<file path="config.mk">
export PLATFORM = sky130hd
export DESIGN_NAME = gpsel_pin_mux
export DESIGN_NICKNAME = d
export VERILOG_FILES = /design/src/hdl/gpsel_pin_mux.v
export VERILOG_INCLUDE_DIRS = /design/src /design/src/hdl
export SDC_FILE = /design/constraint.sdc
export NUM_CORES = 1
export LEC_CHECK = 0
export BUFFER_PORTS_ARGS = -buffer_cell sky130_fd_sc_hd__buf_2
export CORE_UTILIZATION = 58
export DETAILED_ROUTE_END_ITERATION = 6
export PLACE_DENSITY = 0.88
export SYNTH_ARGS = -nofsm -noshare
export SYNTH_HDL_FRONTEND = slang
export SYNTH_SLANG_ARGS = --single-unit
</file>
<file path="constraint.sdc">
create_clock -name clk_i -period 2.5 [get_ports clk_i]
set_input_delay 0.375 -clock clk_i [delete_from_list [all_inputs] [get_ports clk_i]]
set_output_delay 0.375 -clock clk_i [all_outputs]
set_load 0.01 [all_outputs]
</file>
<file path="src/hdl/gpsel_consts.vh">
`ifndef GPSEL_CONSTS_VH
`define GPSEL_CONSTS_VH
// ==========================================================
// Register offsets
`define GPSEL_OFS_RSVD32 7'h32
`define GPSEL_OFS_MPCTL 7'h33
`define GPSEL_OFS_RSVD34 7'h34
`define GPSEL_OFS_RSVD35 7'h35
`define GPSEL_OFS_SICTL 7'h36
`define GPSEL_OFS_RSVD37 7'h37
`define GPSEL_OFS_RSVD3B 7'h3b
`define GPSEL_OFS_PRGSEL 7'h3c
// ==========================================================
// Field positions
`define GPSEL_MP_FN_HI 5
`define GPSEL_MP_FN_LO 2
`define GPSEL_MP_IN_BIT 1
`define GPSEL_MP_OUT_BIT 0
`define GPSEL_SI_FN_HI 2
`define GPSEL_SI_FN_LO 1
`define GPSEL_SI_IN_BIT 0
// ==========================================================
// Reset values
`define GPSEL_RST_MPCTL 8'h00
`define GPSEL_RST_SICTL 8'h02
`define GPSEL_RST_PRGSEL 8'h01
`define GPSEL_RST_ZERO 8'h00
// ==========================================================
// Function codes
`define GPSEL_MP_OFF 4'h0
`define GPSEL_MP_INPUT 4'h1
`define GPSEL_MP_GENIN 4'h2
`define GPSEL_MP_GPO 4'h3
`define GPSEL_MP_DIVCLK 4'h4
`define GPSEL_MP_INTA 4'h5
`define GPSEL_MP_INTB 4'h6
`define GPSEL_MP_SBCLK 4'h8
`define GPSEL_MP_SWCLK 4'h9
`define GPSEL_SI_OFF 2'h0
`define GPSEL_SI_ON 2'h1
`define GPSEL_SI_GENIN 2'h2
// ==========================================================
// Interrupt pulse timing
`define GPSEL_INT_PULSE_US 2000
`define GPSEL_INT_PERIOD_US 4000
`define GPSEL_CLK_MHZ 50
`define GPSEL_INT_PULSE_CYC (`GPSEL_INT_PULSE_US * `GPSEL_CLK_MHZ)
`define GPSEL_INT_PERIOD_CYC (`GPSEL_INT_PERIOD_US * `GPSEL_CLK_MHZ)
`endif

</file>
<file path="src/hdl/gpsel_pin_mux.v">
`timescale 1ns/1ps
`include "gpsel_consts.vh"
module gpsel_pin_mux #(
   parameter PULSE_CYC = `GPSEL_INT_PULSE_CYC,
   parameter PERIOD_CYC = `GPSEL_INT_PERIOD_CYC
) (
   input wire clk_i,
   input wire reset_i,
   input wire [6:0] reg_addr_i,
   input wire reg_wr_i,
   input wire [7:0] reg_wdata_i,
   output reg [7:0] reg_rdata_o,
   input wire mp_pin_i,
   output reg mp_pin_o,
   output wire mp_pin_oe_n_o,
   output wire mp_in_en_o,
   output wire mp_sec_in_o,
   output wire mp_gen_in_o,
   input wire si_pin_i,
   output wire si_in_en_o,
   output wire si_audio_o,
   output wire si_gen_in_o,
   input wire divided_clock_output_i,
   input wire sec_bclk_i,
   input wire sec_wclk_i,
   input wire int_a_event_i,
   input wire int_a_multi_i,
   input wire int_b_event_i,
   input wire int_b_multi_i,
   input wire flags_read_i,
   output wire [4:0] prog_sel_o
);
   // ==========================================================
   // Registers
   reg [7:0] rsvd32;
   reg [7:0] rsvd35;
   reg [7:0] rsvd34;
   reg [1:0] mp_top;
   reg [3:0] mp_fn;
   reg mp_out_val;
   reg [4:0] si_top;
   reg [1:0] si_fn;
   reg [7:0] prg_sel;
   reg mp_s1, mp_s2, si_s1, si_s2;

   // ==========================================================
   // Address decode, shared by the write and read paths
   localparam SEL_NONE = 3'h0;
   localparam SEL_R32 = 3'h1;
   localparam SEL_MP = 3'h2;
   localparam SEL_R34 = 3'h3;
   localparam SEL_R35 = 3'h4;
   localparam SEL_SI = 3'h5;
   localparam SEL_PRG = 3'h6;

   function [2:0] reg_sel;
      input [6:0] addr;
      begin
         if (addr == `GPSEL_OFS_RSVD32) begin
            reg_sel = SEL_R32;
         end else if (addr == `GPSEL_OFS_MPCTL) begin
            reg_sel = SEL_MP;
         end else if (addr == `GPSEL_OFS_RSVD34) begin
            reg_sel = SEL_R34;
         end else if (addr == `GPSEL_OFS_RSVD35) begin
            reg_sel = SEL_R35;
         end else if (addr == `GPSEL_OFS_SICTL) begin
            reg_sel = SEL_SI;
         end else if (addr == `GPSEL_OFS_PRGSEL) begin
            reg_sel = SEL_PRG;
         end else begin
            // Reserved range 0x37..0x3b and holes decode to none
            reg_sel = SEL_NONE;
         end
      end
   endfunction

   wire [2:0] sel = reg_sel(reg_addr_i);

   // ==========================================================
   // Pin function decode, shared by enables and read-back
   function mp_senses;
      input [3:0] code;
      begin
         mp_senses = (code == `GPSEL_MP_INPUT) ||
            (code == `GPSEL_MP_GENIN);
      end
   endfunction

   function si_senses;
      input [1:0] code;
      begin
         si_senses = (code == `GPSEL_SI_ON) ||
            (code == `GPSEL_SI_GENIN);
      end
   endfunction

   always @(posedge clk_i) begin
      if (reset_i) begin
         rsvd32 <= `GPSEL_RST_ZERO;
         rsvd34 <= `GPSEL_RST_ZERO;
         rsvd35 <= `GPSEL_RST_ZERO;
         mp_top <= 2'h0;
         mp_fn <= `GPSEL_MP_OFF;
         mp_out_val <= 1'b0;
         si_top <= 5'h00;
         si_fn <= `GPSEL_SI_ON;
         prg_sel <= `GPSEL_RST_PRGSEL;
      end else if (reg_wr_i) begin
         // Read-only range 0x37..0x3b ignores writes
         if (sel == SEL_R32) begin
            rsvd32 <= reg_wdata_i;
         end else if (sel == SEL_MP) begin
            mp_top <= reg_wdata_i[7:6];
            mp_fn <= reg_wdata_i[`GPSEL_MP_FN_HI:`GPSEL_MP_FN_LO];
            mp_out_val <= reg_wdata_i[`GPSEL_MP_OUT_BIT];
         end else if (sel == SEL_R34) begin
            rsvd34 <= reg_wdata_i;
         end else if (sel == SEL_R35) begin
            rsvd35 <= reg_wdata_i;
         end else if (sel == SEL_SI) begin
            si_top <= reg_wdata_i[7:3];
            si_fn <= reg_wdata_i[`GPSEL_SI_FN_HI:`GPSEL_SI_FN_LO];
         end else if (sel == SEL_PRG) begin
            prg_sel <= reg_wdata_i;
         end
      end
   end

   // ==========================================================
   // Pin synchronisers; disabled buffers read as zero
   always @(posedge clk_i) begin
      if (reset_i) begin
         mp_s1 <= 1'b0;
         mp_s2 <= 1'b0;
         si_s1 <= 1'b0;
         si_s2 <= 1'b0;
      end else begin
         mp_s1 <= mp_pin_i;
         mp_s2 <= mp_s1;
         si_s1 <= si_pin_i;
         si_s2 <= si_s1;
      end
   end

   // ==========================================================
   // Multipurpose pin function decode
   assign mp_in_en_o = mp_senses(mp_fn);
   wire mp_lvl = mp_senses(mp_fn) & mp_s2;
   assign mp_sec_in_o = (mp_fn == `GPSEL_MP_INPUT) & mp_s2;
   assign mp_gen_in_o = (mp_fn == `GPSEL_MP_GENIN) & mp_s2;

   // Serial input pin decode
   assign si_in_en_o = si_senses(si_fn);
   wire si_lvl = si_senses(si_fn) & si_s2;
   assign si_audio_o = (si_fn == `GPSEL_SI_ON) & si_s2;
   assign si_gen_in_o = (si_fn == `GPSEL_SI_GENIN) & si_s2;

   assign prog_sel_o = prg_sel[4:0];

   // ==========================================================
   // Interrupt pulse generators, one per line
   wire int_a, int_b;
   gpsel_int_pulse #(.PULSE_CYC(PULSE_CYC), .PERIOD_CYC(PERIOD_CYC)) u_ia (
      .clk_i(clk_i),
      .reset_i(reset_i),
      .event_i(int_a_event_i),
      .multi_i(int_a_multi_i),
      .ack_i(flags_read_i),
      .pulse_o(int_a)
   );
   gpsel_int_pulse #(.PULSE_CYC(PULSE_CYC), .PERIOD_CYC(PERIOD_CYC)) u_ib (
      .clk_i(clk_i),
      .reset_i(reset_i),
      .event_i(int_b_event_i),
      .multi_i(int_b_multi_i),
      .ack_i(flags_read_i),
      .pulse_o(int_b)
   );

   // ==========================================================
   // Output mux; reserved codes float the pin
   reg mp_drv;
   always @* begin
      mp_drv = 1'b0;
      mp_pin_o = 1'b0;
      case (mp_fn)
         `GPSEL_MP_GPO: begin
            mp_drv = 1'b1;
            mp_pin_o = mp_out_val;
         end
         `GPSEL_MP_DIVCLK: begin
            mp_drv = 1'b1;
            mp_pin_o = divided_clock_output_i;
         end
         `GPSEL_MP_INTA: begin
            mp_drv = 1'b1;
            mp_pin_o = int_a;
         end
         `GPSEL_MP_INTB: begin
            mp_drv = 1'b1;
            mp_pin_o = int_b;
         end
         `GPSEL_MP_SBCLK: begin
            mp_drv = 1'b1;
            mp_pin_o = sec_bclk_i;
         end
         `GPSEL_MP_SWCLK: begin
            mp_drv = 1'b1;
            mp_pin_o = sec_wclk_i;
         end
         default: begin
            mp_drv = 1'b0;
            mp_pin_o = 1'b0;
         end
      endcase
   end
   assign mp_pin_oe_n_o = ~mp_drv;

   // ==========================================================
   // Read data, registered
   reg [7:0] next_rdata;
   always @* begin
      next_rdata = 8'h00;
      if (sel == SEL_R32) begin
         next_rdata = rsvd32;
      end else if (sel == SEL_MP) begin
         next_rdata = {mp_top, mp_fn, mp_lvl, mp_out_val};
      end else if (sel == SEL_R34) begin
         next_rdata = rsvd34;
      end else if (sel == SEL_R35) begin
         next_rdata = rsvd35;
      end else if (sel == SEL_SI) begin
         next_rdata = {si_top, si_fn, si_lvl};
      end else if (sel == SEL_PRG) begin
         next_rdata = prg_sel;
      end else begin
         // Undefined range and unmapped offsets read as zero
         next_rdata = 8'h00;
      end
   end

   always @(posedge clk_i) begin
      if (reset_i) begin
         reg_rdata_o <= 8'h00;
      end else begin
         reg_rdata_o <= next_rdata;
      end
   end
endmodule

// ==========================================================
// Interrupt pulse shaper
module gpsel_int_pulse #(
   parameter PULSE_CYC = `GPSEL_INT_PULSE_CYC,
   parameter PERIOD_CYC = `GPSEL_INT_PERIOD_CYC
) (
   input wire clk_i,
   input wire reset_i,
   input wire event_i,
   input wire multi_i,
   input wire ack_i,
   output wire pulse_o
);
   reg active;
   reg repeat_on;
   reg [31:0] cnt;
   always @(posedge clk_i) begin
      if (reset_i) begin
         active <= 1'b0;
         repeat_on <= 1'b0;
         cnt <= 32'h0;
      end else if (event_i && !active) begin
         active <= 1'b1;
         repeat_on <= multi_i;
         cnt <= 32'h0;
      end else if (active) begin
         // Event beats the acknowledge in the same cycle
         if (ack_i && !event_i) begin
            repeat_on <= 1'b0;
         end
         // A read in the gap ends the train; one in the gap's last cycle still lets one more pulse out
         if (!repeat_on && cnt >= PULSE_CYC - 1) begin
            active <= 1'b0;
            cnt <= 32'h0;
         end else if (cnt == PERIOD_CYC - 1) begin
            cnt <= 32'h0;
         end else begin
            cnt <= cnt + 32'h1;
         end
      end
   end
   assign pulse_o = active && (cnt < PULSE_CYC);
endmodule

</file>
## Word level (Yosys, flattened, before mapping)

Index checks and enable logic that the tools add are counted.

| operators by class | value |
|---|---|
| equal/unequal tests | 24 |
| bitwise operators | 12 |
| order comparisons | 4 |
| muxes and demuxes | 30 |
| $add $sub $neg | 2 |
| reductions and logical operators | 31 |

Operator list:

| cell | number |
|---|---|
| $mux W32 | 4 |
| $add A32 B1 Y32 const B | 2 |
| $eq A32 B18 Y1 const B | 2 |
| $ge A32 B17 Y1 const B | 2 |
| $lt A32 B17 Y1 const B | 2 |
| $mux W8 | 6 |
| $eq A7 B6 Y1 const B | 6 |
| $mux W3 | 6 |
| $mux W1 | 13 |
| $eq A4 B3 Y1 const B | 3 |
| $eq A3 B3 Y1 const B | 3 |
| $eq A4 B2 Y1 const B | 2 |
| $eq A4 B4 Y1 const B | 2 |
| $logic_and A1 B1 Y1 | 8 |
| $reduce_bool A2 Y1 | 4 |
| $reduce_and A7 Y1 | 1 |
| $and A1 B1 Y1 | 6 |
| $eq A3 B2 Y1 const B | 2 |
| $logic_not A1 Y1 | 6 |
| $not A1 Y1 | 6 |
| $pmux W1 S6 | 1 |
| $reduce_and A2 Y1 | 3 |
| $reduce_and A6 Y1 | 1 |
| $reduce_or A6 Y1 | 1 |
| other kinds (9) | 11 |

| storage, ports and cells | value |
|---|---|
| logic and storage cells | 123 |
| bits in registers | 126 |

## Logic depth before layout (Yosys ltp)

| logic depth | value |
|---|---|
| depth after elaboration | 14 |
| mapped depth | 10 |
| mapped depth without buffers | 7 |

## Hierarchy

Synthesis repeated with hierarchy kept, for this count alone.

| unflattened totals | value |
|---|---|
| cell total of the unflattened synthesis | 766 |
| area, all modules | 6,583.8 um2 |

Modules (own cells, without submodules):

| module | cells an instance | area an instance (um2) | sequential area each (um2) | instances |
|---|---|---|---|---|
| gpsel_int_pulse | 247 | 1,961.9 | 680.7 | 2 |
| gpsel_pin_mux | 272 | 2,660.1 | 1,161.1 | 1 |

## Worst setup path after synthesis

OpenSTA, ideal clock, no wires.

| timing | value |
|---|---|
| path kind | register to register |
| from | register u_ia.cnt[0] |
| to | register u_ia.cnt[31] |
| arrival | 2.190 ns |
| required time | 2.438 ns |
| library setup time | 0.062 ns |
| period minus slack after synthesis | 2.252 ns |
| slack | 0.248 ns |
| cell stages (with the launch flop) | 9 |
| path through | dfxtp_1 ha_1 and4_1 o2111a_1 o31a_1 buf_6 or2_4 or4_1 nand3_1 |

| between the ends | value |
|---|---|
| cells in the longest elaborated chain, start to end | 3 |
| elaborated cells on any way between the ends | 6 |

RTL lines:

| element | RTL line | text |
|---|---|---|
| from (decl) | gpsel_pin_mux.v:267 | `reg [31:0] cnt;` |
| from (signal assigned) | gpsel_pin_mux.v:289 | `cnt <= cnt + 32'h1;` |
| $add A32 B1 Y32 (tied with other cells) | gpsel_pin_mux.v:289 |  |
| $mux W32 / $logic_and A1 B1 Y1 (equally long branches) | gpsel_pin_mux.v:286, gpsel_pin_mux.v:283 |  |
| $mux W32 (*) | gpsel_pin_mux.v:283 | `if (!repeat_on && cnt >= PULSE_CYC - 1) begin` |

Mark *: on every way between the ends. The rest lies on a longest branch, timed or not.
A chain may end at the register's enable or synchronous reset.

## Final worst setup path

| timing | value |
|---|---|
| from | register u_ib.cnt[0] |
| to | register u_ib.cnt[13] |

| between the ends | value |
|---|---|
| cells in the longest elaborated chain, start to end | 3 |
| elaborated cells on any way between the ends | 6 |

RTL lines:

| element | RTL line |
|---|---|
| from (decl) | gpsel_pin_mux.v:267 |
| from (signal assigned) | gpsel_pin_mux.v:289 |
| $add A32 B1 Y32 (tied with other cells) | gpsel_pin_mux.v:289 |
| $mux W32 / $logic_and A1 B1 Y1 (equally long branches) | gpsel_pin_mux.v:286, gpsel_pin_mux.v:283 |
| $mux W32 (*) | gpsel_pin_mux.v:283 |

Marked as above.

==> impl_metrics.ini <==
[outcome]
outcome = finished, violations left
violations = DRC, setup timing

[power]
p_leak_nw = 2.845
pwr-share-seq_pct = 40.3
power_switching_mw = 1.123
irDropWorstVdd_v = 0.0006349
power_frac_comb_pct = 5.5
power_switching_share_pct = 22.13
p_int_mw = 3.950
p_total_mw = 5.073
clkPwrFrac_pct = 54.2
p_per_area_nw_per_um2 = 658.3

[finish]
finish.utilization_pct = 73.65
layout.cell_area.non_filler_um2 = 7706
area.growth.synth_to_final_pct = 21.19
drive_above_1_share_pct = 17.51
layout.cells.non_filler = 1027
n_antenna_cell = 0
fill_cells = 731
nets = 911

[setup_path]
worstPathMaxFanout = 6
critPathKind = register to register
critPathSlowestCell = nor3_1
r2r_slack_ns = -0.24
critPathLaunchType = register
rr_startpoint = u_ib.cnt[0]
endpoint_kind = register
worstPathRequired_ns = 2.92
worstReg2RegEnd = u_ib.cnt[13]
crit_start = u_ib.cnt[0]
arrival_ns = 3.17
critPathMaxStageDelay_ns = 0.56
worstSetupEndpoint = u_ib.cnt[13]
path_cells = ha_1 > nand4_1 > or2_2 > nor3_1 > nor4b_4 > buf_4 > clkbuf_16 > and3_1 > a221o_1
reg2reg_depth = 9

[global_route]
track_usage_pct = 30.45
grt_overflow_total = 0
grt_max_degree = 50
antenna_found_initial = 0
grt_pass1_wl_mm = 27.47
grt_pass1_vias = 5775

[route]
vias = 6644
wl_per_cell_um = 17.36
route.detailed.drc = 1
drt-total-wl_mm = 17.82
drt_iter0_drc = 678
drt_pass1_iterations = 7
route.antenna.remaining_nets = 0
drt-vias-per-instance = 6.469

[clocking]
cts.sinks = 126
postCtsHoldBufs = 0
h-tree-depth = 4
cts_tree = built
clk_pin_slew_ns = 0.06
cts_made_buffers = 17
cts_buffer_depth = 2
cts-root-buf = clkbuf_8
clock_latency_ns = 0.54

[sta]
slew_viol_final = 0
relSlewSlack_pct = 53.53
fin_crit_sh_pct = 109.8
rsz0062_at_grt = yes
setup_slack_ns = -0.2450
finClkSkew_ns = 0.005269
hold_violations = 0
setup_viol = 29
worstMarginPinSlew_ns = 0.6907
min_period_ns = 2.745
whs_ns = 0.05355
max_freq_mhz = 364.3

[synth]
yosysMostFrequentCell = nand2_1
synth-seq-cells = 126
synth_edf_count = 0
synth_top_family_by_area = simple AND/OR/NAND/NOR gates
synth-main-ff-cell = dfxtp_1
netlist_instances = 819
synth_compound_area_share_pct = 20.56
syn-num-nets = 851
synth.area.top_cells = dfxtp_1, nand2_1, a21oi_1, nand3_1, nor2_1
synth.area.mux_share_pct = 2.538
synthDominantCellAreaShare_pct = 39.67
netlist_area_um2 = 6359
syn_avg_cell_area_um2 = 7.764
synth-seq-area-share_pct = 39.67
ys_types = 70
synth_area_leader_cell = dfxtp_1
synth_simple_gate_area_share_pct = 29.79
synth_commonest_cells = nand2_1, dfxtp_1, a21oi_1
synth_xor_area_share_pct = 0.8264
yosys_warnings = 0
synthAdderAreaFrac_pct = 0.7871
async_reset_ff_share_pct = 0

[place]
hpwl_mm = 10.71
place_congestion = 0.9263
dp.cells = 982
dpl_cell_area_um2 = 6793
port_buffers = 48

[floorplan]
core_um2 = 10460
io_pins = 49
start_util_pct = 60.77
die_w_um = 106.7
die_area_um2 = 11390
num_rows = 37
fp.dieH_um = 106.7

[run]
max_cap_violations = 0

[hold_path]
hp-class = primary input to register
hp-start = mp_pin_i
## stage by stage
stage | worst slack [ns] | TNS (ns)
3_5_place_dp | 0.03590 | 0
6_report | -0.2450 | -3.584
4_1_cts | -0.1874 | -0.1874
3_3_place_gp | 0.09251 | 0
2_1_floorplan | 0.2482 | 0
5_1_grt | -0.3523 | -6.230
## power groups by stage
stage,Sequential [mW],Clock (mW),Combinational (mW)
after floorplan,2.08,0,0.162
after global placement,2.08,0,0.238
after detailed placement,2.09,0,0.241
after CTS,2.04,2.77,0.244
after global routing,2.04,2.86,0.301
final,2.04,2.75,0.281
## flip-flops by register name (all words and copies together) (netlist names), 2 cells and up
signal	count
si_top	5
rsvd32	8
rsvd35	8
rsvd34	8
prg_sel	8
mp_top	2
mp_fn	4
reg_rdata_o	8
u_ib.cnt	32
si_fn	2
u_ia.cnt	32
## kinds of logic after synthesis
group,Yosys count
DFF,126
muxes,16
xor gates and xnor gates,6
AOI/OAI and AO/OA,206
and+or+nand+nor,379
buffers and inverters,82
adders and majority gates,4
## worst max-delay path, delay by kind of cell (launching register included)
family,cells,cell delay (ns)
buffers and inverters,2,0.33
adder cells (fa/ha/maj),1,0.24
AO/OA/AOI/OAI,1,0.25
AND/OR/NAND/NOR,5,1.43
flip-flops,1,0.39
## layer usage
metal	GRT usage [%]	routed length [µm]	vias to the layer above	share of wire, %
met1	37.96	7260	3082	41
met2	48.85	8322	359	47
met5	0	0	-	0
met3	7.356	1472	82	8.3
met4	15.66	768	0	4.3
li1	-	-	3121	-
## cell usage in the layout, fill, tap and decap left out, drive strengths merged, types with 7 or more instances in the layout
cell type  instances
a21oi             77
nor4              22
inv               31
or2                7
mux2i             15
nor3              18
and2               9
nand2b             7
and3              11
a311oi             8
clkbuf            21
o21ai             37
a31oi             19
dfxtp            126
nand2            127
nand4             21
nor2              54
buf               89
nand3             69
or3               11
a222oi             7
## worst min path at each step
stage | endpoint | slack, ns | cells past startpoint
2_1_floorplan | mp_s2 | 0.41 | 1
3_3_place_gp | mp_s2 | 0.42 | 1
3_5_place_dp | si_s2 | 0.43 | 1
4_1_cts | mp_s1 | 0.04 | 2
5_1_grt | mp_s1 | 0.08 | 2
6_report | mp_s1 | 0.05 | 2
## final cells by class
type,instances,area (µm²),share of cell area [%]
multi-input cells,612,3583,46.50
flip-flops and latches,126,2532,32.86
repair buffers,92,651.9,8.459
clock buffers,18,417.9,5.423
clock inverters,13,237.7,3.085
well taps,136,170.2,2.208
inverters,30,112.6,1.461
## timing repair
action                                  in CTS  in global routing
gates cloned                                 0                  5
endpoints found under the setup margin       1                 21
pin swaps                                    5                  5
resized for setup                            3                 20
setup buffers                                0                  9
No activity file was read; power rests on OpenSTA's default activity.
